`src/bkseal_pkg.sv`:
```
// package: constants and state type of the backup mode and seal logic
package bkseal_pkg;
   // reset timeout period in ms and its cycle count at 10 MHz
   localparam int unsigned TRP_MS = 200;
   localparam int unsigned CLK_HZ = 10_000_000;
   localparam int unsigned TRP_CYC = TRP_MS * (CLK_HZ / 1000);
   localparam int unsigned TRP_HALF_CYC = TRP_CYC / 2;
   // seal sample point: a few cycles after the weak pull-up is applied
   localparam int unsigned SEAL_SETTLE_CYC = 16;
   localparam int unsigned CNT_W = 32;
   localparam logic RST_SEAL = 1'b0;
   localparam logic RST_BACKUP = 1'b0;
   typedef enum logic [1:0] {
      BKSEAL_RUN = 2'b00,
      BKSEAL_TO_HI = 2'b01,
      BKSEAL_TO_LO = 2'b11,
      BKSEAL_BACKUP = 2'b10
   } bkseal_state_t;
endpackage

```
`src/bkseal_sync.sv`:
```
// file: two-flop synchroniser for asynchronous pin levels
`timescale 1ns/1ns
module bkseal_sync #(
   parameter int W = 1
) (
   input wire logic ref_clk_i,
   input wire logic srst_i,
   input wire logic [W-1:0] async_i,
   output logic [W-1:0] sync_o
);
   logic [W-1:0] meta_q;
   always_ff @(posedge ref_clk_i) begin
      if (srst_i) begin
         meta_q <= '0;
         sync_o <= '0;
      end else begin
         meta_q <= async_i;
         sync_o <= meta_q;
      end
   end
endmodule

```
`src/bkseal_ctrl.sv`:
```
// file: backup mode state and freshness-seal decision of the supervisor
`timescale 1ns/1ns
module bkseal_ctrl #(
   parameter int unsigned TRP_CYC = bkseal_pkg::TRP_CYC,
   parameter int unsigned SETTLE_CYC = bkseal_pkg::SEAL_SETTLE_CYC
) (
   input wire logic ref_clk_i,
   input wire logic srst_i,
   // analog comparator levels and pin inputs, asynchronous
   input wire logic supply_ok_i,
   input wire logic supply_low_sw_i,
   input wire logic backup_above_i,
   input wire logic sense_above_i,
   input wire logic manual_reset_in_n_i,
   input wire logic watchdog_kick_in_i,
   input wire logic wdog_expired_i,
   input wire logic sag_ok_i,
   input wire logic backup_ok_i,
   input wire logic power_fail_flag_out_i,
   output logic power_fail_flag_out_o,
   output logic power_fail_flag_out_oe_o,
   output logic flag_pullup_o,
   output logic reset_n_o,
   output logic timeout_alarm_out_o,
   output logic supply_sag_warn_n_o,
   output logic backup_good_out_o,
   output logic backup_active_out_o,
   output logic out_from_backup_o,
   output logic out_from_main_o,
   output logic gate_in_hiz_o,
   output logic gate_out_pull_backup_o,
   output logic kick_enable_o,
   output logic seal_armed_o
);
   localparam int CW = bkseal_pkg::CNT_W;
   logic [7:0] raw;
   logic [7:0] syn;
   logic sup_ok, sup_sw, bk_above, sense_ok, mr_n, wd_exp, sag_ok, bk_ok;
   logic flag_pin;
   logic kick_s;
   bkseal_pkg::bkseal_state_t st_q;
   logic [bkseal_pkg::CNT_W-1:0] cnt_q;
   logic seal_q;
   logic sampled_q;
   logic mr_prev_q;
   logic go_backup;
   logic mr_fall;
   logic [bkseal_pkg::CNT_W-1:0] half_c;
   logic [bkseal_pkg::CNT_W-1:0] end_c;
   logic [bkseal_pkg::CNT_W-1:0] smp_c;

   assign raw = {supply_ok_i, supply_low_sw_i, backup_above_i, sense_above_i,
      manual_reset_in_n_i, wdog_expired_i, sag_ok_i, backup_ok_i};

   bkseal_sync #(.W(8)) u_sync (
      .ref_clk_i(ref_clk_i),
      .srst_i(srst_i),
      .async_i(raw),
      .sync_o(syn)
   );

   bkseal_sync #(.W(1)) u_sync_pin (
      .ref_clk_i(ref_clk_i),
      .srst_i(srst_i),
      .async_i(power_fail_flag_out_i),
      .sync_o(flag_pin)
   );

   // kick is a pin as well, so it takes the same two flops
   bkseal_sync #(.W(1)) u_sync_kick (
      .ref_clk_i(ref_clk_i),
      .srst_i(srst_i),
      .async_i(watchdog_kick_in_i),
      .sync_o(kick_s)
   );

   assign {sup_ok, sup_sw, bk_above, sense_ok, mr_n, wd_exp, sag_ok,
      bk_ok} = syn;

   assign end_c = CW'(TRP_CYC - 1);
   assign half_c = CW'(TRP_CYC / 2);
   assign smp_c = CW'(SETTLE_CYC);

   ////////////////////////////////////////////////////////////////////
   // backup entry and timeout sequencing

   // backup only below switchover with battery higher, never above reset
   assign go_backup = !sup_ok && sup_sw && bk_above;
   // manual reset is not looked at in backup
   assign mr_fall = mr_prev_q && !mr_n &&
      (st_q != bkseal_pkg::BKSEAL_BACKUP);

   always_ff @(posedge ref_clk_i) begin
      if (srst_i) begin
         // synchroniser leaves reset low, so high here would fake an edge
         mr_prev_q <= 1'b0;
      end else begin
         mr_prev_q <= mr_n;
      end
   end

   always_ff @(posedge ref_clk_i) begin
      if (srst_i) begin
         st_q <= bkseal_pkg::BKSEAL_TO_HI;
         cnt_q <= '0;
      end else begin
         unique case (st_q)
            bkseal_pkg::BKSEAL_RUN: begin
               cnt_q <= '0;
               if (go_backup && !seal_q) begin
                  st_q <= bkseal_pkg::BKSEAL_BACKUP;
               end else if (!sup_ok || mr_fall) begin
                  // manual reset starts a full timeout too
                  st_q <= bkseal_pkg::BKSEAL_TO_HI;
               end
            end
            bkseal_pkg::BKSEAL_TO_HI: begin
               if (go_backup && !seal_q) begin
                  st_q <= bkseal_pkg::BKSEAL_BACKUP;
                  cnt_q <= '0;
               end else if (!sup_ok || !mr_n) begin
                  cnt_q <= '0;
               end else if (cnt_q == half_c) begin
                  st_q <= bkseal_pkg::BKSEAL_TO_LO;
                  cnt_q <= cnt_q + 1'b1;
               end else begin
                  cnt_q <= cnt_q + 1'b1;
               end
            end
            bkseal_pkg::BKSEAL_TO_LO: begin
               if (!sup_ok || !mr_n) begin
                  st_q <= bkseal_pkg::BKSEAL_TO_HI;
                  cnt_q <= '0;
               end else if (cnt_q == end_c) begin
                  st_q <= bkseal_pkg::BKSEAL_RUN;
                  cnt_q <= '0;
               end else begin
                  cnt_q <= cnt_q + 1'b1;
               end
            end
            bkseal_pkg::BKSEAL_BACKUP: begin
               cnt_q <= '0;
               if (sup_ok) begin
                  st_q <= bkseal_pkg::BKSEAL_TO_HI;
               end
            end
         endcase
      end
   end

   ////////////////////////////////////////////////////////////////////
   // seal decision

   // sample once per timeout, while detached and after the pull-up settles
   always_ff @(posedge ref_clk_i) begin
      if (srst_i) begin
         seal_q <= bkseal_pkg::RST_SEAL;
         sampled_q <= 1'b0;
      end else if (st_q == bkseal_pkg::BKSEAL_RUN) begin
         sampled_q <= 1'b0;
      end else if (st_q == bkseal_pkg::BKSEAL_TO_HI && !sampled_q &&
                   cnt_q == smp_c) begin
         sampled_q <= 1'b1;
         seal_q <= !flag_pin;
      end else if (st_q == bkseal_pkg::BKSEAL_BACKUP) begin
         seal_q <= seal_q;
      end
   end

   ////////////////////////////////////////////////////////////////////
   // pin and supply outputs

   logic in_bk;
   logic in_hi;
   assign in_bk = (st_q == bkseal_pkg::BKSEAL_BACKUP);
   assign in_hi = (st_q == bkseal_pkg::BKSEAL_TO_HI);

   always_ff @(posedge ref_clk_i) begin
      if (srst_i) begin
         power_fail_flag_out_o <= 1'b0;
         power_fail_flag_out_oe_o <= 1'b0;
         flag_pullup_o <= 1'b1;
      end else if (in_bk) begin
         power_fail_flag_out_o <= 1'b0;
         power_fail_flag_out_oe_o <= 1'b1;
         flag_pullup_o <= 1'b0;
      end else if (st_q == bkseal_pkg::BKSEAL_TO_HI ||
                   (go_backup && !seal_q) ||
                   (st_q == bkseal_pkg::BKSEAL_RUN &&
                    (!sup_ok || mr_fall))) begin
         // released and weakly held high: pin reads high unless grounded
         power_fail_flag_out_o <= 1'b1;
         power_fail_flag_out_oe_o <= 1'b0;
         flag_pullup_o <= 1'b1;
      end else begin
         // reattached in second half, well before the end
         power_fail_flag_out_o <= sense_ok;
         power_fail_flag_out_oe_o <= 1'b1;
         flag_pullup_o <= 1'b0;
      end
   end

   always_ff @(posedge ref_clk_i) begin
      if (srst_i) begin
         out_from_backup_o <= bkseal_pkg::RST_BACKUP;
         out_from_main_o <= 1'b0;
         backup_active_out_o <= bkseal_pkg::RST_BACKUP;
      end else begin
         out_from_backup_o <= in_bk;
         out_from_main_o <= !in_bk && sup_ok;
         backup_active_out_o <= in_bk;
      end
   end

   always_ff @(posedge ref_clk_i) begin
      if (srst_i) begin
         reset_n_o <= 1'b0;
         timeout_alarm_out_o <= 1'b0;
         supply_sag_warn_n_o <= 1'b0;
         backup_good_out_o <= 1'b0;
         gate_in_hiz_o <= 1'b1;
         gate_out_pull_backup_o <= 1'b0;
         kick_enable_o <= 1'b0;
      end else begin
         reset_n_o <= !in_bk && (st_q == bkseal_pkg::BKSEAL_RUN);
         timeout_alarm_out_o <= !in_bk && !wd_exp;
         supply_sag_warn_n_o <= !in_bk && sag_ok;
         backup_good_out_o <= !in_bk && bk_ok;
         gate_in_hiz_o <= in_bk || in_hi ||
            st_q == bkseal_pkg::BKSEAL_TO_LO;
         gate_out_pull_backup_o <= in_bk;
         kick_enable_o <= !in_bk && kick_s;
      end
   end

   assign seal_armed_o = seal_q;

   ////////////////////////////////////////////////////////////////////
   // checks

   logic [bkseal_pkg::CNT_W-1:0] run_len_q;
   always_ff @(posedge ref_clk_i) begin
      if (srst_i || st_q != bkseal_pkg::BKSEAL_TO_LO) begin
         run_len_q <= '0;
      end else begin
         run_len_q <= run_len_q + 1'b1;
      end
   end

   property p_flag_hi;
      @(posedge ref_clk_i) disable iff (srst_i)
         (st_q == bkseal_pkg::BKSEAL_TO_HI) |=> power_fail_flag_out_o;
   endproperty
   first_half_high_a: assert property (p_flag_hi)
      else $error("flag not high in first half");

   detach_first_half_a: assert property (@(posedge ref_clk_i)
      disable iff (srst_i) in_hi |=> !power_fail_flag_out_oe_o)
      else $error("flag not detached in first half");

   reattach_before_end_a: assert property (@(posedge ref_clk_i)
      disable iff (srst_i) (st_q == bkseal_pkg::BKSEAL_TO_LO) ##1
      (st_q == bkseal_pkg::BKSEAL_TO_LO) |-> power_fail_flag_out_oe_o)
      else $error("flag not reattached before timeout end");

   seal_low_only_a: assert property (@(posedge ref_clk_i)
      disable iff (srst_i) $rose(seal_q) |-> $past(!flag_pin))
      else $error("seal armed without low sample");

   seal_blocks_backup_a: assert property (@(posedge ref_clk_i)
      disable iff (srst_i) seal_q && !in_bk |=> !in_bk)
      else $error("backup entered while sealed");

   no_backup_supply_a: assert property (@(posedge ref_clk_i)
      disable iff (srst_i) sup_ok && !in_bk |=> !in_bk)
      else $error("backup entered with supply good");

   backup_outputs_a: assert property (@(posedge ref_clk_i)
      disable iff (srst_i) in_bk ##1 in_bk |-> !reset_n_o &&
      !backup_good_out_o && !supply_sag_warn_n_o && !timeout_alarm_out_o &&
      !power_fail_flag_out_o)
      else $error("status outputs not low in backup");

   backup_active_a: assert property (@(posedge ref_clk_i)
      disable iff (srst_i) backup_active_out_o == out_from_backup_o)
      else $error("backup active disagrees with switch");

   supply_cut_a: assert property (@(posedge ref_clk_i)
      disable iff (srst_i) out_from_backup_o |-> !out_from_main_o)
      else $error("both sources on output");

   mr_ignored_a: assert property (@(posedge ref_clk_i)
      disable iff (srst_i) in_bk && !sup_ok && !mr_n |=> in_bk)
      else $error("manual reset acted in backup");

   cover_seal: cover property (@(posedge ref_clk_i) $rose(seal_q));
   cover_backup: cover property (@(posedge ref_clk_i) $rose(in_bk));
   cover_second: cover property (@(posedge ref_clk_i) run_len_q == 32'h1);
endmodule

```
`config.mk`:
```
export PLATFORM = sky130hd
export DESIGN_NAME = bkseal_ctrl
export DESIGN_NICKNAME = d
export VERILOG_FILES = /design/src/bkseal_pkg.sv /design/src/bkseal_sync.sv /design/src/bkseal_ctrl.sv
export SDC_FILE = /design/constraint.sdc
export NUM_CORES = 1
export LEC_CHECK = 0
export BUFFER_PORTS_ARGS = -buffer_cell sky130_fd_sc_hd__buf_2
export CAP_MARGIN = 0
export CORE_MARGIN = 10
export CORE_UTILIZATION = 55
export DETAILED_ROUTE_END_ITERATION = 10
export GPL_TIMING_DRIVEN = 0
export PLACE_DENSITY = 0.76
export SETUP_SLACK_MARGIN = 0.15
export SYNTH_ARGS = -nofsm -noshare
export SYNTH_HDL_FRONTEND = slang
export SYNTH_SLANG_ARGS = --single-unit
```
`constraint.sdc`:
```
create_clock -name ref_clk_i -period 2.01 [get_ports ref_clk_i]
set_input_delay 0.3015 -clock ref_clk_i [delete_from_list [all_inputs] [get_ports ref_clk_i]]
set_output_delay 0.3015 -clock ref_clk_i [all_outputs]
set_load 0.05 [all_outputs]
```
==> results_dict.tcl <==
set metrics [dict create \
    cts.path.max_buffers 2 \
    syn-instance-count 288 \
    maxCapViolations 0 \
    rrSetupSlack_ns 0.02 \
    final_nets 358 \
    r2r_cells 7 \
    synth_edf_count 0 \
    n_fill_cell 357 \
    path_cells "and3_2, nand4_1, or3_4, o31ai_4, buf_6, clkbuf_16, nor2_1" \
    netlist_top_cells_area "dfxtp_1, xor2_1, nor2_1" \
    setup_viol 0 \
    clkLatencyLatePin_ns 0.34 \
    yosysWarnings 0 \
    max_stage_delay_ns 0.44 \
    syn_nets 302 \
    yosysTopAreaCell "dfxtp_1" \
    finalHoldViolCount 0 \
    sequentialPowerShare_pct 51.3 \
    swShare_pct 21.6 \
    dr_total_vias 2234 \
    slew_headroom_pct 70.7 \
    async_reset_ff_share_pct 0 \
    fmax_mhz 502 \
    p_switching_mw 0.578 \
    met1_length_um 2470 \
    powerDensity_nw_per_um2 782 \
    io_pins 26 \
    viasPerCell 5.37 \
    netlist_area_um2 2670 \
    dieWidth_um 89.7 \
    fin_crit_sh_pct 99.0 \
    critPathBufInv 2 \
    numCtsBuffers 9 \
    crit_family "simple AND/OR/NAND/NOR gates" \
    final_cell_mix "dfxtp_1, nor2_1, buf_2, nor2b_1" \
    period_minus_slack_ns 1.99 \
    routed_wl_um 5860 \
    hold_path_class "in2reg" \
    wl_met3_um 410 \
    die-height_um 89.7 \
    wire_per_inst_um 14.1 \
    path_clk_slew_ns 0.07 \
    hold_path.startpoint "supply_low_sw_i" \
    peakVddDrop_uv 796 \
    top_layer "met4" \
    grt_usage_pct 13.9 \
    synth.distinct_cells 43 \
    coreArea_um2 4720 \
    ys_seq_area_share_pct 50.9 \
    worstMarginPinSlew_ns 0.440 \
    die_area_um2 8050 \
    timing.rr.start "cnt_q[18]$_SDFF_PP0_" \
    rsz0062_at_grt "yes" \
    start_util_pct 56.6 \
    route.detailed.drc 0 \
    drive_gt1_share_pct 30.7 \
    grt_pass1_wl_um 9320 \
    crit_fanout 5 \
    critPathKind "reg2reg" \
    worstPathArrival_ns 2.23 \
    met2_wirelength_um 2750 \
    drt_iter0_markers 140 \
    min_to "u_sync.meta_q[6]$_SDFF_PP0_" \
    ys.flop_type "dfxtp_1" \
    worstReg2RegEnd "cnt_q[14]$_SDFF_PP0_" \
    finalCoreUtilization_pct 72.5 \
    grt_max_degree 14 \
    dp_cells 380 \
    htreeDepth 3 \
    ctsHoldBuffers 0 \
    leakage_nw 1.33 \
    status "completed" \
    portBuffers 25 \
    holdPathStages 2 \
    synth_top_cell_area_share_pct 50.9 \
    cp-end-kind "flop" \
    grt_overflow 0 \
    drv_slew 0 \
    cts_root_buffer "clkbuf_8" \
    diodes 0 \
    place_congestion 0.793 \
    cp_slowest_cell "dfxtp_1" \
    p_comb_share_pct 2.8 \
    syn_to_final_growth_pct 28.1 \
    crit_path_start_kind "flop" \
    num_rows 25 \
    grt_pass1_vias 2047 \
    p_int_mw 2.10 \
    grt_antenna_before_repair 0 \
    layout_commonest_cell "dfxtp_1" \
    synth_area_per_cell_um2 9.28 \
    fin_cells 416 \
    first_pass_iters 4 \
    clock_skew_ns 0.00758 \
    hpwl_um 3640 \
    ant_nets 0 \
    clock-sinks 68 \
    power.share.clock_pct 45.9 \
    ys_seq_elements 68 \
    cts_tree "done" \
    worstPathRequired_ns 2.25 \
]
==> final cells by class <==
class	instances	area (um2)	area share, %
clock inverters	7	98.8	2.89
clock buffers	9	124	3.62
repair buffers	45	325	9.50
well taps	67	83.8	2.45
flip-flops and latches	68	1380	40.2
inverters	13	48.8	1.42
plain buffers	11	90.1	2.63
multi-input cells	196	1280	37.3
==> flip-flops by register name (all words and copies together), names as in the netlist, 2 cells and up <==
register / count
cnt_q: 32
u_sync.meta_q: 8
u_sync.sync_o: 8
st_q: 2
==> what timing repair did <==
| action | CTS | global route |
|---|---|---|
| gates cloned | 1 | 2 |
| endpoints found under the setup margin | 32 | 36 |
| resized for setup | 16 | 27 |
| buffers inserted | 12 | 5 |
| pin swaps | 5 | 14 |
==> power by group through the flow <==
| stage | Clock, mW | Combinational [mW] | Sequential, mW |
|---|---|---|---|
| 2_1_floorplan | 0 | 0.0310 | 1.43 |
| 3_3_place_gp | 0 | 0.0712 | 1.41 |
| 3_5_place_dp | 0 | 0.0725 | 1.41 |
| 4_1_cts | 1.25 | 0.0733 | 1.38 |
| 5_1_grt | 1.32 | 0.0833 | 1.38 |
| 6_report | 1.23 | 0.0749 | 1.38 |
==> worst reg2reg max path, cell delays in order (launching register included) <==
cell and delay, ns:
dfxtp_1 0.44, and3_2 0.25, nand4_1 0.12, or3_4 0.44, o31ai_4 0.29, buf_6 0.18, clkbuf_16 0.13, nor2_1 0.04
==> per-layer routing <==
metal / up-vias / global-route usage, %
li1: 1091 / -
met1: 1045 / 16.3
met2: 76 / 21.1
met3: 22 / 5.65
met4: 0 / 7.68
met5: - / 0
==> worst max path at each step <==
| stage | from | end | slack (ns) | cells past startpoint |
|---|---|---|---|---|
| floorplan | cnt_q[0]$_SDFF_PP0_ | cnt_q[24]$_SDFF_PP0_ | 0.19 | 7 |
| global route | cnt_q[17]$_SDFF_PP0_ | cnt_q[9]$_SDFF_PP0_ | -0.04 | 7 |
| finish | cnt_q[18]$_SDFF_PP0_ | cnt_q[14]$_SDFF_PP0_ | 0.02 | 7 |
| global placement | cnt_q[0]$_SDFF_PP0_ | cnt_q[28]$_SDFF_PP0_ | -0.12 | 7 |
| detailed placement | cnt_q[0]$_SDFF_PP0_ | cnt_q[24]$_SDFF_PP0_ | -0.17 | 7 |
| CTS | cnt_q[8]$_SDFF_PP0_ | cnt_q[29]$_SDFF_PP0_ | 0.07 | 7 |
==> synthesized netlist by cell type, types with 2 or more instances <==
master / n
and2_1: 5
nor2_1: 38
xor2_1: 18
nor2_2: 3
nand4_1: 12
nand3_1: 16
dfxtp_1: 68
buf_2: 2
a211oi_1: 2
or3_1: 7
nand2_1: 14
buf_6: 3
clkbuf_1: 3
and3_2: 2
a21oi_1: 10
o21ai_0: 9
inv_1: 13
buf_4: 2
nor3_2: 2
nor3_1: 5
ha_1: 2
nor4_1: 6
nor2b_1: 22
xnor2_1: 5
==> stage by stage <==
step	cell area [um2]	hold slack, ns	TNS (ns)	power, mW	setup WS, ns
after CTS	3260	0.158	0	2.71	0.0743
after detailed placement	2880	0.386	-0.675	1.48	-0.173
after floorplan	2670	0.367	0	1.46	0.185
after global placement	2880	0.371	-0.481	1.48	-0.122
after global routing	3430	0.169	-0.889	2.79	-0.0411
final	3430	0.168	0	2.68	0.0192
==> cells by family (layout without fill, tap and decap cells) <==
logic type               after synthesis  in the layout  share of synthesized area (%)
AO/OA/AOI/OAI                         27             27                           6.46
AND/OR/NAND/NOR                      143            143                           29.1
adder cells (fa/ha/maj)                2              2                          0.936
flip-flops                            68             68                           50.9
XOR/XNOR                              23             23                           7.53
multiplexers                           1              1                          0.421
buffers and inverters                 24             85                           4.63
Power figures use the tool's default switching activity.
